$ cat config.mk
export PLATFORM = sky130hd
export DESIGN_NAME = osf_core
export DESIGN_NICKNAME = d
export VERILOG_FILES = /design/src/common/osf_pkg.sv /design/src/osf_addr_gen.sv /design/src/osf_shifter.sv /design/src/osf_core.sv
export VERILOG_INCLUDE_DIRS = /design/src /design/src/common
export SDC_FILE = /design/constraint.sdc
export NUM_CORES = 1
export LEC_CHECK = 0
export BUFFER_PORTS_ARGS = -buffer_cell sky130_fd_sc_hd__buf_2
export CORE_UTILIZATION = 25
export CTS_BUF_LIST = sky130_fd_sc_hd__clkbuf_8
export DETAILED_ROUTE_END_ITERATION = 10
export SYNTH_ARGS = -nofsm -noshare
export SYNTH_HDL_FRONTEND = slang
export SYNTH_SLANG_ARGS = --single-unit
export TNS_END_PERCENT = 20
$ cat constraint.sdc
create_clock -name clk -period 4.7 [get_ports clk]
set_input_delay 0 -clock clk [delete_from_list [all_inputs] [get_ports clk]]
set_output_delay 0 -clock clk [all_outputs]
set_load 0.02 [all_outputs]
$ cat src/common/osf_params.svh
// constants of the operand address and status flag slice
// assumes: included by bare name, by the address generator, the core and the bench
`ifndef OSF_PARAMS_SVH
`define OSF_PARAMS_SVH

// register byte offsets on the bus
`define OSF_STATUS_OFS  8'h00
`define OSF_CTRL_OFS    8'h04
`define OSF_EXT_OFS     8'h08
`define OSF_WREG_OFS    8'h0C
`define OSF_SRC_OFS     8'h10
`define OSF_DST_OFS     8'h14
`define OSF_PC_OFS      8'h18
`define OSF_DISP_OFS    8'h1C
`define OSF_WR12_OFS    8'h20
`define OSF_EA_OFS      8'h24
`define OSF_OPND_OFS    8'h28
`define OSF_RES_OFS     8'h2C
`define OSF_BIT_OFS     8'h30
`define OSF_INFO_OFS    8'h34

// status word, vector bit = 15 - documented bit
`define OSF_LGT_BIT     15
`define OSF_AGT_BIT     14
`define OSF_EQ_BIT      13
`define OSF_CY_BIT      12
`define OSF_OV_BIT      11
`define OSF_PAR_BIT     10
`define OSF_XOP_BIT     9
`define OSF_MASK_LSB    0
`define OSF_STATUS_RST  16'h0000
`define OSF_STATUS_WMSK 16'hFE0F

// control word fields, and the count field of the displacement
`define OSF_C_REG_LSB   0
`define OSF_C_MODE_LSB  4
`define OSF_C_BYTE_BIT  6
`define OSF_C_IMM_BIT   7
`define OSF_C_TWO_BIT   8
`define OSF_C_OP_LSB    9
`define OSF_C_PIN_BIT   14
`define OSF_D_CNT_LSB   8

// arithmetic constants
`define OSF_STEP_BYTE   16'h0001
`define OSF_STEP_WORD   16'h0002
`define OSF_NEG_LIMIT   16'h8000
`define OSF_PORT_CNT_MX 4'h8

`endif

$ cat src/common/osf_pkg.sv
// types of the operand address and status flag slice
// assumes: the params header sits on the include path
package osf_pkg;
	typedef enum logic [4:0] {
		OSF_OP_NONE = 5'h00, OSF_OP_CMP = 5'h01, OSF_OP_ADD = 5'h02,
		OSF_OP_SUB  = 5'h03, OSF_OP_INC = 5'h04, OSF_OP_DEC = 5'h05,
		OSF_OP_NEG  = 5'h06, OSF_OP_ABS = 5'h07, OSF_OP_MOV = 5'h08,
		OSF_OP_SOC  = 5'h09, OSF_OP_SZC = 5'h0A, OSF_OP_XOR = 5'h0B,
		OSF_OP_SRA  = 5'h0C, OSF_OP_SRL = 5'h0D, OSF_OP_SRC = 5'h0E,
		OSF_OP_SLA  = 5'h0F, OSF_OP_COC = 5'h10, OSF_OP_CZC = 5'h11,
		OSF_OP_TB   = 5'h12, OSF_OP_XOP = 5'h13, OSF_OP_PORT = 5'h14,
		OSF_OP_LOAD_MASK_IMMEDIATE = 5'h15, OSF_OP_CONTEXT_RETURN = 5'h16, OSF_OP_JMP = 5'h17
	} osf_op_e;
	typedef enum logic [1:0] {
		OSF_M_REG = 2'h0, OSF_M_IND = 2'h1,
		OSF_M_IDX = 2'h2, OSF_M_AUTO = 2'h3
	} osf_mode_e;
	typedef enum logic [2:0] {
		OSF_S_IDLE = 3'h1, OSF_S_ADDR = 3'h2, OSF_S_INCR = 3'h4
	} osf_fsm_e;
	typedef struct packed {
		osf_fsm_e     fsm;
		logic         ack;
		logic [31:0]  rdat;
		logic [15:0]  status;
		logic [15:0]  ctrl;
		logic [15:0]  ext;
		logic [15:0]  wreg;
		logic [15:0]  src;
		logic [15:0]  dst;
		logic [15:0]  pc;
		logic [11:0]  disp;
		logic [15:0]  wr12;
		logic [15:0]  ea;
		logic [15:0]  opnd;
		logic [15:0]  res;
		logic [11:0]  bitad;
	} osf_regs_s;
endpackage : osf_pkg

$ cat src/osf_addr_gen.sv
// effective address, operand, jump target and bit port address forming
// assumes: purely combinational, inputs held stable by the caller
`timescale 1ns/1ns
`include "osf_params.svh"
module osf_addr_gen
	import osf_pkg::*;
(
	input  wire logic [1:0]  mode,
	input  wire logic [3:0]  regnum,
	input  wire logic        byte_op,
	input  wire logic        imm,
	input  wire logic [15:0] wreg,
	input  wire logic [15:0] ext,
	input  wire logic [15:0] pc,
	input  wire logic [7:0]  disp,
	input  wire logic [15:0] wr12,
	output logic      [15:0] ea,
	output logic      [15:0] opnd,
	output logic      [15:0] wreg_inc,
	output logic      [15:0] pc_jump,
	output logic      [11:0] bit_addr
);
	logic direct;
	logic indexed;
	assign direct  = (mode == OSF_M_IDX) && (regnum == 4'h0);
	assign indexed = (mode == OSF_M_IDX) && (regnum != 4'h0);
	always_comb begin
		ea = 16'h0000;
		if (!imm) begin
			if (mode == OSF_M_IND || mode == OSF_M_AUTO)
				ea = wreg;
			else if (direct)
				ea = ext;
			else if (indexed)
				ea = ext + wreg;
		end
	end
	// byte operand in a register is its left byte
	always_comb begin
		opnd = 16'h0000;
		if (imm)
			opnd = ext;
		else if (mode == OSF_M_REG)
			opnd = byte_op ? {wreg[15:8], 8'h00} : wreg;
	end
	assign wreg_inc = wreg + (byte_op ? `OSF_STEP_BYTE : `OSF_STEP_WORD);
	assign pc_jump  = pc + {{7{disp[7]}}, disp, 1'b0};
	assign bit_addr = wr12[12:1] + {{4{disp[7]}}, disp};
endmodule : osf_addr_gen

$ cat src/osf_shifter.sv
// four-kind word shifter, count 0 meaning sixteen
// assumes: purely combinational
`timescale 1ns/1ns
module osf_shifter (
	input  wire logic [1:0]  kind,
	input  wire logic [15:0] val,
	input  wire logic [3:0]  cnt,
	output logic      [15:0] res,
	output logic             last_out,
	output logic             msb_chg
);
	// kind: 0 arithmetic right, 1 logical right, 2 circular, 3 arith left
	logic [15:0] stg [0:16];
	logic        co  [0:16];
	logic        chg [0:16];
	logic [4:0]  n;
	assign n      = (cnt == 4'h0) ? 5'h10 : {1'b0, cnt};
	assign stg[0] = val;
	assign co[0]  = 1'b0;
	assign chg[0] = 1'b0;
	genvar i;
	generate
		for (i = 0; i < 16; i++) begin : g_step
			logic        en;
			logic [15:0] nx;
			assign en = (5'(i) < n);
			always_comb begin
				case (kind)
					2'h0: nx = {stg[i][15], stg[i][15:1]};
					2'h1: nx = {1'b0, stg[i][15:1]};
					2'h2: nx = {stg[i][0], stg[i][15:1]};
					default: nx = {stg[i][14:0], 1'b0};
				endcase
			end
			assign stg[i+1] = en ? nx : stg[i];
			assign co[i+1]  = en ? ((kind == 2'h3) ? stg[i][15] : stg[i][0])
				: co[i];
			assign chg[i+1] = chg[i] | (en & (nx[15] ^ stg[i][15]));
		end
	endgenerate
	assign res      = stg[16];
	assign last_out = co[16];
	assign msb_chg  = chg[16];
endmodule : osf_shifter

$ cat src/osf_core.sv
// operand address and status flag slice with a classic wishbone slave
// assumes: single clock, master keeps a request until it sees ack
`timescale 1ns/1ns
`include "osf_params.svh"
module osf_core
	import osf_pkg::*;
(
	input  wire logic        clk,
	input  wire logic        nrst,
	input  wire logic        wb_cyc_i,
	input  wire logic        wb_stb_i,
	input  wire logic        wb_we_i,
	input  wire logic [7:0]  wb_adr_i,
	input  wire logic [3:0]  wb_sel_i,
	input  wire logic [31:0] wb_dat_i,
	output logic      [31:0] wb_dat_o,
	output logic             wb_ack_o,
	output logic      [15:0] status_word,
	output logic             busy
);
	localparam osf_regs_s ST_RST = '{
		fsm: OSF_S_IDLE, status: `OSF_STATUS_RST, default: '0
	};

	osf_regs_s st;
	osf_regs_s next_st;

	function automatic logic [15:0] osf_wmerge(
		input logic [15:0] old,
		input logic [31:0] dat,
		input logic [3:0]  sel
	);
		osf_wmerge = {sel[1] ? dat[15:8] : old[15:8],
			sel[0] ? dat[7:0] : old[7:0]};
	endfunction : osf_wmerge

	// decoded control
	osf_op_e     op;
	logic [1:0]  mode;
	logic [3:0]  regnum;
	logic        byte_op;
	logic        imm;
	logic        by_two;
	logic        port_in;
	logic        autoinc;
	logic [3:0]  cnt;
	assign op      = osf_op_e'(st.ctrl[`OSF_C_OP_LSB +: 5]);
	assign mode    = st.ctrl[`OSF_C_MODE_LSB +: 2];
	assign regnum  = st.ctrl[`OSF_C_REG_LSB +: 4];
	assign byte_op = st.ctrl[`OSF_C_BYTE_BIT];
	assign imm     = st.ctrl[`OSF_C_IMM_BIT];
	assign by_two  = st.ctrl[`OSF_C_TWO_BIT];
	assign port_in = st.ctrl[`OSF_C_PIN_BIT];
	assign cnt     = st.disp[`OSF_D_CNT_LSB +: 4];
	assign autoinc = (mode == OSF_M_AUTO) && !imm;

	logic [15:0] ea;
	logic [15:0] opnd;
	logic [15:0] wreg_inc;
	logic [15:0] pc_jump;
	logic [11:0] bit_addr;
	osf_addr_gen u_addr (
		.mode     (mode),
		.regnum   (regnum),
		.byte_op  (byte_op),
		.imm      (imm),
		.wreg     (st.wreg),
		.ext      (st.ext),
		.pc       (st.pc),
		.disp     (st.disp[7:0]),
		.wr12     (st.wr12),
		.ea       (ea),
		.opnd     (opnd),
		.wreg_inc (wreg_inc),
		.pc_jump  (pc_jump),
		.bit_addr (bit_addr)
	);

	logic [15:0] sh_res;
	logic        sh_last;
	logic        sh_chg;
	osf_shifter u_shift (
		.kind     (2'(op - OSF_OP_SRA)),
		.val      (st.src),
		.cnt      (cnt),
		.res      (sh_res),
		.last_out (sh_last),
		.msb_chg  (sh_chg)
	);

	// byte operands live in the left byte, right byte zero
	logic [15:0] s;
	logic [15:0] d;
	logic [15:0] k;
	logic [16:0] sum;
	logic [16:0] dif;
	logic [16:0] inc;
	logic [16:0] dec;
	logic [16:0] neg;
	assign s   = byte_op ? {st.src[15:8], 8'h00} : st.src;
	assign d   = byte_op ? {st.dst[15:8], 8'h00} : st.dst;
	assign k   = by_two ? `OSF_STEP_WORD : `OSF_STEP_BYTE;
	assign sum = {1'b0, s} + {1'b0, d};
	assign dif = {1'b0, d} + {1'b0, ~s} + 17'h00001;
	assign inc = {1'b0, s} + {1'b0, k};
	assign dec = {1'b0, s} + {1'b0, ~k} + 17'h00001;
	assign neg = {1'b0, ~s} + 17'h00001;

	// flag generation
	logic [15:0] r;
	logic [15:0] fl;
	logic [15:0] upd;
	logic        s15;
	logic        d15;
	assign s15 = s[15];
	assign d15 = d[15];
	always_comb begin
		r   = s;
		fl  = 16'h0000;
		upd = 16'h0000;
		case (op)
			OSF_OP_ADD: r = sum[15:0];
			OSF_OP_SUB, OSF_OP_CMP: r = dif[15:0];
			OSF_OP_INC: r = inc[15:0];
			OSF_OP_DEC: r = dec[15:0];
			OSF_OP_NEG: r = neg[15:0];
			OSF_OP_ABS: r = s15 ? neg[15:0] : s;
			OSF_OP_SOC: r = d | s;
			OSF_OP_SZC: r = d & ~s;
			OSF_OP_XOR: r = d ^ s;
			OSF_OP_SRA, OSF_OP_SRL, OSF_OP_SRC, OSF_OP_SLA: r = sh_res;
			default: r = s;
		endcase
		// general result tests, overridden below where needed
		fl[`OSF_LGT_BIT] = (r != 16'h0000);
		fl[`OSF_AGT_BIT] = !r[15] && (r != 16'h0000);
		fl[`OSF_EQ_BIT]  = (r == 16'h0000);
		fl[`OSF_PAR_BIT] = ^r[15:8];
		case (op)
			OSF_OP_CMP: begin
				fl[`OSF_LGT_BIT] = (s15 && !d15)
					|| (s15 == d15 && r[15]);
				fl[`OSF_AGT_BIT] = (!s15 && d15)
					|| (s15 == d15 && r[15]);
				fl[`OSF_EQ_BIT]  = (s == d);
				fl[`OSF_PAR_BIT] = ^s[15:8];
				upd = 16'hE000 | (byte_op ? 16'h0400 : 16'h0000);
			end
			OSF_OP_ADD, OSF_OP_SUB: begin
				fl[`OSF_CY_BIT] = (op == OSF_OP_ADD) ? sum[16]
					: dif[16];
				fl[`OSF_OV_BIT] = (op == OSF_OP_ADD)
					? (s15 == d15 && r[15] != d15)
					: (s15 != d15 && r[15] != d15);
				upd = 16'hF800 | (byte_op ? 16'h0400 : 16'h0000);
			end
			OSF_OP_INC, OSF_OP_DEC: begin
				fl[`OSF_CY_BIT] = (op == OSF_OP_INC) ? inc[16]
					: dec[16];
				fl[`OSF_OV_BIT] = (op == OSF_OP_INC) ? (!s15 && r[15])
					: (s15 && !r[15]);
				upd = 16'hF800;
			end
			OSF_OP_NEG, OSF_OP_ABS: begin
				if (op == OSF_OP_ABS) begin
					// absolute value tests the source, not the result
					fl[`OSF_LGT_BIT] = (s != 16'h0000);
					fl[`OSF_AGT_BIT] = !s15 && (s != 16'h0000);
					fl[`OSF_EQ_BIT]  = (s == 16'h0000);
				end
				fl[`OSF_CY_BIT] = (op == OSF_OP_NEG || s15)
					&& neg[16];
				fl[`OSF_OV_BIT] = (s == `OSF_NEG_LIMIT);
				upd = 16'hF800;
			end
			OSF_OP_MOV, OSF_OP_SOC, OSF_OP_SZC, OSF_OP_XOR:
				upd = 16'hE000 | (byte_op ? 16'h0400 : 16'h0000);
			OSF_OP_SRA, OSF_OP_SRL, OSF_OP_SRC, OSF_OP_SLA: begin
				fl[`OSF_CY_BIT] = sh_last;
				fl[`OSF_OV_BIT] = sh_chg;
				upd = (op == OSF_OP_SLA) ? 16'hF800 : 16'hF000;
			end
			OSF_OP_COC, OSF_OP_CZC, OSF_OP_TB: begin
				fl[`OSF_EQ_BIT] = (op == OSF_OP_TB) ? port_in
					: (op == OSF_OP_COC) ? ((s & ~d) == 16'h0000)
					: ((s & d) == 16'h0000);
				upd = 16'h2000;
			end
			OSF_OP_XOP: begin
				fl[`OSF_XOP_BIT] = 1'b1;
				upd = 16'h0200;
			end
			OSF_OP_PORT: begin
				fl[`OSF_PAR_BIT] = ^s[15:8];
				// counts above eight and zero leave parity alone
				upd = (cnt != 4'h0 && cnt <= `OSF_PORT_CNT_MX)
					? 16'h0400 : 16'h0000;
			end
			OSF_OP_LOAD_MASK_IMMEDIATE: begin
				fl[`OSF_MASK_LSB +: 4] = st.src[3:0];
				upd = 16'h000F;
			end
			OSF_OP_CONTEXT_RETURN: begin
				fl  = st.src;
				upd = `OSF_STATUS_WMSK;
			end
			default: upd = 16'h0000;
		endcase
	end

	// bus decode
	logic req;
	logic wr_acc;
	logic idle;
	assign req    = wb_cyc_i && wb_stb_i;
	assign idle   = (st.fsm == OSF_S_IDLE);
	// writes land at the edge where ack is seen; busy writes are dropped
	assign wr_acc = req && wb_we_i && st.ack && idle;

	logic [31:0] rd;
	always_comb begin
		rd = 32'h0000_0000;
		case ({wb_adr_i[7:2], 2'b00})
			`OSF_STATUS_OFS: rd[15:0] = st.status;
			`OSF_CTRL_OFS:   rd[15:0] = st.ctrl;
			`OSF_EXT_OFS:    rd[15:0] = st.ext;
			`OSF_WREG_OFS:   rd[15:0] = st.wreg;
			`OSF_SRC_OFS:    rd[15:0] = st.src;
			`OSF_DST_OFS:    rd[15:0] = st.dst;
			`OSF_PC_OFS:     rd[15:0] = st.pc;
			`OSF_DISP_OFS:   rd[11:0] = st.disp;
			`OSF_WR12_OFS:   rd[15:0] = st.wr12;
			`OSF_EA_OFS:     rd[15:0] = st.ea;
			`OSF_OPND_OFS:   rd[15:0] = st.opnd;
			`OSF_RES_OFS:    rd[15:0] = st.res;
			`OSF_BIT_OFS:    rd[11:0] = st.bitad;
			`OSF_INFO_OFS:   rd[0]    = !idle;
			default:         rd       = 32'h0000_0000;
		endcase
	end

	always_comb begin
		next_st     = st;
		next_st.ack = req && !st.ack;
		if (req && !st.ack)
			next_st.rdat = rd;
		if (wr_acc) begin
			case ({wb_adr_i[7:2], 2'b00})
				`OSF_STATUS_OFS: next_st.status =
					osf_wmerge(st.status, wb_dat_i, wb_sel_i)
					& `OSF_STATUS_WMSK;
				`OSF_CTRL_OFS: begin
					next_st.ctrl = osf_wmerge(st.ctrl, wb_dat_i, wb_sel_i);
					next_st.fsm  = OSF_S_ADDR;
				end
				`OSF_EXT_OFS: next_st.ext =
					osf_wmerge(st.ext, wb_dat_i, wb_sel_i);
				`OSF_WREG_OFS: next_st.wreg =
					osf_wmerge(st.wreg, wb_dat_i, wb_sel_i);
				`OSF_SRC_OFS: next_st.src =
					osf_wmerge(st.src, wb_dat_i, wb_sel_i);
				`OSF_DST_OFS: next_st.dst =
					osf_wmerge(st.dst, wb_dat_i, wb_sel_i);
				`OSF_PC_OFS: next_st.pc =
					osf_wmerge(st.pc, wb_dat_i, wb_sel_i);
				`OSF_DISP_OFS: next_st.disp =
					12'(osf_wmerge({4'h0, st.disp}, wb_dat_i, wb_sel_i));
				`OSF_WR12_OFS: next_st.wr12 =
					osf_wmerge(st.wr12, wb_dat_i, wb_sel_i);
				default: next_st.fsm = st.fsm;
			endcase
		end
		case (st.fsm)
			OSF_S_IDLE: begin
			end
			OSF_S_ADDR: begin
				next_st.ea    = ea;
				next_st.opnd  = opnd;
				next_st.bitad = bit_addr;
				// right byte of a byte destination stays as it was
				next_st.res   = byte_op ? {r[15:8], st.dst[7:0]}
					: r;
				next_st.status = ((st.status & ~upd) | (fl & upd))
					& `OSF_STATUS_WMSK;
				if (op == OSF_OP_JMP)
					next_st.pc = pc_jump;
				next_st.fsm = autoinc ? OSF_S_INCR : OSF_S_IDLE;
			end
			OSF_S_INCR: begin
				next_st.wreg = wreg_inc;
				next_st.fsm  = OSF_S_IDLE;
			end
			default: next_st.fsm = OSF_S_IDLE;
		endcase
	end

	always_ff @(posedge clk or negedge nrst) begin
		if (!nrst)
			st <= ST_RST;
		else
			st <= next_st;
	end

	assign wb_dat_o    = st.rdat;
	assign wb_ack_o    = st.ack;
	assign status_word = st.status;
	assign busy        = !idle;
endmodule : osf_core

== After elaboration in Yosys (flattened, before gate mapping) ==
Cells that the tools add are included.

* Equality and inequality tests: 52
* Reduce and logical (&&, ||, !) cells: 80
* Order comparisons: 17
* Mux-type cells: 136
* Bitwise gates (word level): 59
* Add/subtract/negate cells: 12

{| class="wikitable"
|+ Operator list
! kind !! number
|-
| 16-bit one-hot mux with 3 select lines || 16
|-
| 16-bit two-way mux || 35
|-
| 8-bit two-way mux || 20
|-
| 16-bit one-hot mux with 10 select lines || 1
|-
| 16-bit one-hot mux with 9 select lines || 1
|-
| 11-bit one-hot mux with 13 select lines || 1
|-
| 140-bit two-way mux || 1
|-
| 16-bit bitwise AND || 5
|-
| 16-bit logical NOT || 4
|-
| 16-bit by 16-bit adder with 17-bit output || 3
|-
| 16-bit NOT || 3
|-
| 3-bit AND reduction || 16
|-
| 4-bit one-hot mux with 11 select lines || 1
|-
| 5-bit by 4-bit == test with 1-bit output, second input constant || 8
|-
| 5-bit == test, second input constant || 8
|-
| 4-bit by 5-bit < comparator with 1-bit output, first input constant || 8
|-
| 1-bit two-way mux || 38
|-
| 6-bit by 4-bit == test with 1-bit output, second input constant || 6
|-
| 17-bit by 1-bit adder with 17-bit output, second input constant || 2
|-
| 16-bit adder || 2
|-
| 16-bit OR || 2
|-
| 16-bit nonzero test || 2
|-
| 6-bit by 3-bit == test with 1-bit output, second input constant || 4
|-
| 12-bit two-way mux || 2
|-
| 55 further kinds || 167
|}

* Output and inout bits: 50
* Register bits: 220
* Word-level logic and storage cells: 381

== Logic depth before layout (Yosys ltp) ==
* Word-level depth: 42
* Depth in mapped cells: 29
* Gate-level depth less buffers: 26

== By module ==
From an unflattened synthesis, not the netlist that was laid out.

* Cells, all modules: 3107
* Area total of the unflattened synthesis: 24175.7 sq um

{| class="wikitable"
|+ Modules (own cells, without submodules)
! module !! area an instance (sq um) !! cells each !! sequential area each (sq um) !! times used
|-
| osf_core || 15697.6 || 1814 || 5381.4 || 1
|-
| osf_shifter || 5760.5 || 924 || 0.0 || 1
|-
| osf_addr_gen || 2717.6 || 369 || 0.0 || 1
|}

== Worst setup path after synthesis ==
No wires, ideal clock.

* Path type: register -> register
* From: register st, in the netlist byte_op
* To: register st, in the netlist status_word[15]
* Stages on the path, launching flop included: 27
* Path buffers: 3
* Library setup time: 132 ps
* Data required time: 4568 ps
* Arrival: 5111 ps
* Path slack: -542 ps
* Cell sequence: dfrtp_1 -> clkbuf_1 -> inv_1 -> clkbuf_1 -> buf_1 -> nand2_1 -> ha_1 -> inv_1 -> a21oi_1 -> o21bai_1 -> a21oi_1 -> o21bai_1 -> a211o_1 -> a2111oi_0 -> o41a_1 -> nor2_1 -> a311oi_1 -> o21ai_0 -> o21ai_0 -> o21a_1 -> ha_1 -> and4_1 -> nand3_1 -> nor4_1 -> nand4_1 -> o21ai_0 -> a32oi_1

* Longest elaborated chain between the ends: 11
* Elaborated cells on any way between the ends: 24

{| class="wikitable"
|+ Ends and longest elaborated chain
! item !! line !! source
|-
| start, declared || osf_core.sv:25 || <nowiki>osf_regs_s st;</nowiki>
|-
| start signal, assigned || osf_core.sv:301 || <nowiki>st <= next_st;</nowiki>
|-
| 8-bit two-way mux || osf_core.sv:100 || <nowiki>assign s = byte_op ? {st.src[15:8], 8'h00} : st.src;</nowiki>
|-
| 16-bit NOT || osf_core.sv:104, osf_core.sv:107, osf_core.sv:129 ||
|-
| 16-bit by 16-bit adder with 17-bit output or 16-bit by 1-bit adder with 17-bit output (tied branches) || osf_core.sv:104, osf_core.sv:107 ||
|-
| 17-bit by 1-bit adder with 17-bit output or 16-bit two-way mux (tied branches) || osf_core.sv:104, osf_core.sv:127 ||
|-
| 16-bit one-hot mux with 10 select lines || osf_core.sv:121 || <nowiki>case (op)</nowiki>
|-
| 16-bit nonzero test or 1-bit logical AND (tied branches) || osf_core.sv:135, osf_core.sv:142 ||
|-
| 3-bit two-way mux or 1-bit logical OR (tied branches) || osf_core.sv:165, osf_core.sv:142 ||
|-
| 2-bit one-hot mux with 3 select lines * || osf_core.sv:139 || <nowiki>case (op)</nowiki>
|-
| 16-bit bitwise AND * || osf_core.sv:283 || <nowiki>next_st.status = ((st.status & ~upd) | (fl & upd))</nowiki>
|-
| 16-bit OR * || osf_core.sv:283 ||
|-
| 16-bit two-way mux * || osf_core.sv:273 || <nowiki>case (st.fsm)</nowiki>
|}

Every way passes the cells marked *; elsewhere a longest branch is shown, timed or not.
A chain may end at the register's enable or synchronous reset.

== Worst setup path after layout ==
* From: register st, in the netlist cnt[2]
* To: register st, in the netlist status_word[15]

* Longest elaborated chain between the ends: 41
* Elaborated cells on any way between the ends: 58

{| class="wikitable"
|+ Ends and longest elaborated chain
! item !! line !! source
|-
| 4-bit logical NOT || osf_shifter.sv:17 || <nowiki>assign n = (cnt == 4'h0) ? 5'h10 : {1'b0, cnt};</nowiki>
|-
| 5-bit two-way mux * || osf_shifter.sv:17 ||
|-
| 1-bit by 5-bit < comparator with 1-bit output || osf_shifter.sv:26 || <nowiki>assign en = (5'(i) < n);</nowiki>
|-
| 16-bit two-way mux || osf_shifter.sv:35 || <nowiki>assign stg[i+1] = en ? nx : stg[i];</nowiki>
|-
| 16-bit one-hot mux with 3 select lines || osf_shifter.sv:28 || <nowiki>case (kind)</nowiki>
|-
| 16-bit two-way mux || osf_shifter.sv:35 ||
|-
| 16-bit one-hot mux with 3 select lines || osf_shifter.sv:28 ||
|-
| 16-bit two-way mux || osf_shifter.sv:35 ||
|-
| [25 not listed] || n/a ||
|-
| 16-bit two-way mux * || osf_shifter.sv:35 ||
|-
| 16-bit one-hot mux with 10 select lines * || osf_core.sv:121 ||
|-
| 16-bit nonzero test or 1-bit logical AND (tied branches) || osf_core.sv:135, osf_core.sv:142 ||
|-
| 3-bit two-way mux or 1-bit logical OR (tied branches) || osf_core.sv:165, osf_core.sv:142 ||
|-
| 2-bit one-hot mux with 3 select lines * || osf_core.sv:139 ||
|-
| 16-bit bitwise AND * || osf_core.sv:283 ||
|-
| 16-bit OR * || osf_core.sv:283 ||
|-
| 16-bit two-way mux * || osf_core.sv:273 ||
|}

Marked as above.

==> impl_metrics.ini <==
[placed_design]
gp_congestion = 1.04
pre_cts_ws_ns = -1.23
io_buffers = 57
hpwl_mm = 97.1
postPlaceCellArea_sq_um = 28800

[synth]
yosysSeqAreaShare = 0.238
synth_cells = 2926
synth_most_common_cell = nand2_1
synth_edf_count = 0
ys_types = 114
synth.top_cells.by_count = 327 x nand2_1, 222 x nor2_1, 217 x o21ai_0
synthAdderAreaFrac = 0.0778
synth_warnings = 0
yosys_most_used_dff = dfrtp_1
synthMuxAreaShare = 0.0557
synth-async-reset-ratio = 1.00
syn_area_per_cell_sq_um = 7.74
synth_largest_area_cell = dfrtp_1
synthesis.area_sq_um = 22600
netlist_top_cells_area = dfrtp_1 24%, ha_1 7.1%, nand2_1 5.4%
netlist.area_leader.share = 0.237
synth-simple-area-share = 0.199
synth_top_family_by_area = compound AO/OA/AOI/OAI gates
ys_ff_latch = 215
synth_xor_area_frac = 0.0235
synth_compound_area_frac = 0.333

[timing]
period_share = 1.19
relSlewSlack = 0.253
fmax_mhz = 178
final.setup.tns_ns = -3.98
worst_slack_ns = -0.916
drv_slew = 0
tightest_slew_ns = 1.11
hold_viol = 0
period_needed_ns = 5.62
rsz0062_at_grt = true
setup_viol = 11
skew_ns = 0.0463
whs_ns = 0.0429

[critical_path]
path_class = flip-flop to flip-flop
cp.required_ns = 5.20
crit_start = cnt[2]
cp_max_fo = 5
worst_r2r_path_depth = 25
path_buf_inv = 3
crit_arrival_ns = 6.11
path_depth = 25
cp_common_cell = o21ai_1
cp_slowest_cell = mux4_2
critPathTopFamily = compound AO/OA/AOI/OAI gates
r2r_start = cnt[2]
max_stage_delay_ns = 0.50
startpoint_type = flip-flop
crit_path_end_kind = flip-flop

[layout]
final_nets = 3745
final_cell_area_sq_um = 31100
layout-area-overhead-vs-synth_pct = 37.2
layout-drive-gt1-share = 0.323

[hold_path]
worst_hold_startpoint = wb_we_i
hold_depth = 6
hold_path_class = input pin to flip-flop

[detailed_routing]
drt-initial-drc-count = 3368
drcViolationCount = 0
dr.pass1.iters = 8
drt-wirelength-per-cell_microns = 26.1
ant_nets = 0
via_per_inst = 5.88
vias = 28000
drt_wl_total_mm = 124

[floorplan]
die_y_microns = 303
die_w_microns = 303
num_rows = 109
ioPinCount = 99
fp.dieArea_sq_um = 91700
initial_core_util = 0.254
core_area_sq_um = 89100

[power_and_ir_drop]
power_density_nw_per_um2 = 151
p_leak_nw = 13.8
ir_drop_mv = 0.194

[grt]
overflow = 0
grt_pass1_wl_mm = 182
grt_pass1_vias = 26800
grt_antenna_before_repair = 2
grt_max_degree = 137
grt_use_total = 0.266

[clock_tree]
cts_buffers = 43
htreeDepth = 2
cts.clk_slew.worst_paths_ns = 0.06
root_buffer = clkbuf_8
clock-sinks = 215
clk_latency_ns = 0.65
clk_path_buf_depth = 3
cts_tree = done

[outcome]
violations = setup timing
status = complete, but fails checks

[flow_run]
cap_violations = 0
kinds of logic (layout without fill, tap and decap cells):
kind of cell | Yosys count | after routing
AO/OA/AOI/OAI | 1099 | 1099
XOR/XNOR | 59 | 59
adder cells (fa/ha/maj) | 136 | 136
buffers and inverters | 362 | 1009
flip-flops | 215 | 215
multiplexers | 112 | 112
other | 1 | 23
AND/OR/NAND/NOR | 942 | 942
layer usage:
| metal | up-vias | track usage | wire length [microns] | part of all wire |
|---|---|---|---|---|
| met4 | 0 | 0.121 | 6380 | 0.051 |
| met3 | 331 | 0.0459 | 11700 | 0.094 |
| met2 | 1727 | 0.412 | 54000 | 0.43 |
| li1 | 12300 | - | - | - |
| met5 | - | 0 | 0 | 0 |
| met1 | 13600 | 0.359 | 52300 | 0.42 |
registers in the layout, indices dropped and copies added (netlist names):
register	count
regnum	4
port_in	1
op	5
byte_op	1
st	168
status_word	11
wb_ack_o	1
mode	2
by_two	1
wb_dat_o	16
cnt	4
imm	1
final cells by class:
cell class / instances / area [sq um]
well taps: 1165 / 1460
clock buffers: 50 / 688
multi-input cells: 2369 / 16500
diodes: 2 / 5.00
fillers: 9315 / 58000
flip-flops and latches: 215 / 5390
clock inverters: 28 / 218
repair buffers: 839 / 6430
inverters: 92 / 345
metrics by stage:
stage	power (W)	std cells	utilization
global route	0.00484	4759	0.349
CTS	0.00469	4746	0.344
global placement	0.00256	4623	0.324
detailed placement	0.00256	4623	0.324
finish	0.00469	4760	0.349
floorplan	0.00222	2946	-
repair_timing:
item                                    4_1_cts  5_1_grt
hold buffers                                 19        0
buffers inserted                             26       12
resized for setup                           105       74
pin swaps                                    52       33
endpoints found under the setup margin       20       23
hold endpoints to repair                    201        0
final timing paths:
kind / end / slack (ns)
setup / recovery: status_word[15] / -0.92
hold / removal: st[150] / 0.04
setup reg to reg: status_word[15] / -0.92
hold reg to reg: wb_dat_o[13] / 0.47
max in group asynchronous: st[103] / 3.27
min in group asynchronous: st[129] / 0.37
where the power goes:
part	internal (W)	switching (W)	total, W
Combinational	0.000269	0.000445	0.000714
Clock	0.00114	0.000952	0.00209
Sequential	0.00186	0.0000204	0.00188
layout by cell type (no fill, tap or decap), types with 50 or more instances in the layout:
cell type	count
inv_1	102
dfrtp_1	207
clkbuf_8	50
o211ai_1	55
nand2_1	323
a22oi_1	62
buf_4	737
nor2_1	218
nor3_1	63
ha_1	126
mux2_2	71
o21ai_0	201
buf_2	56
nand3_1	71
a221oi_1	63
a21oi_1	201
worst min-delay path, stage by stage:
cell,delay [ns]
buf_2,0.09
nand2_1,0.07
nor3_2,0.03
buf_4,0.23
nand2_1,0.12
a21oi_1,0.07
(Power assumes the default switching activity.)
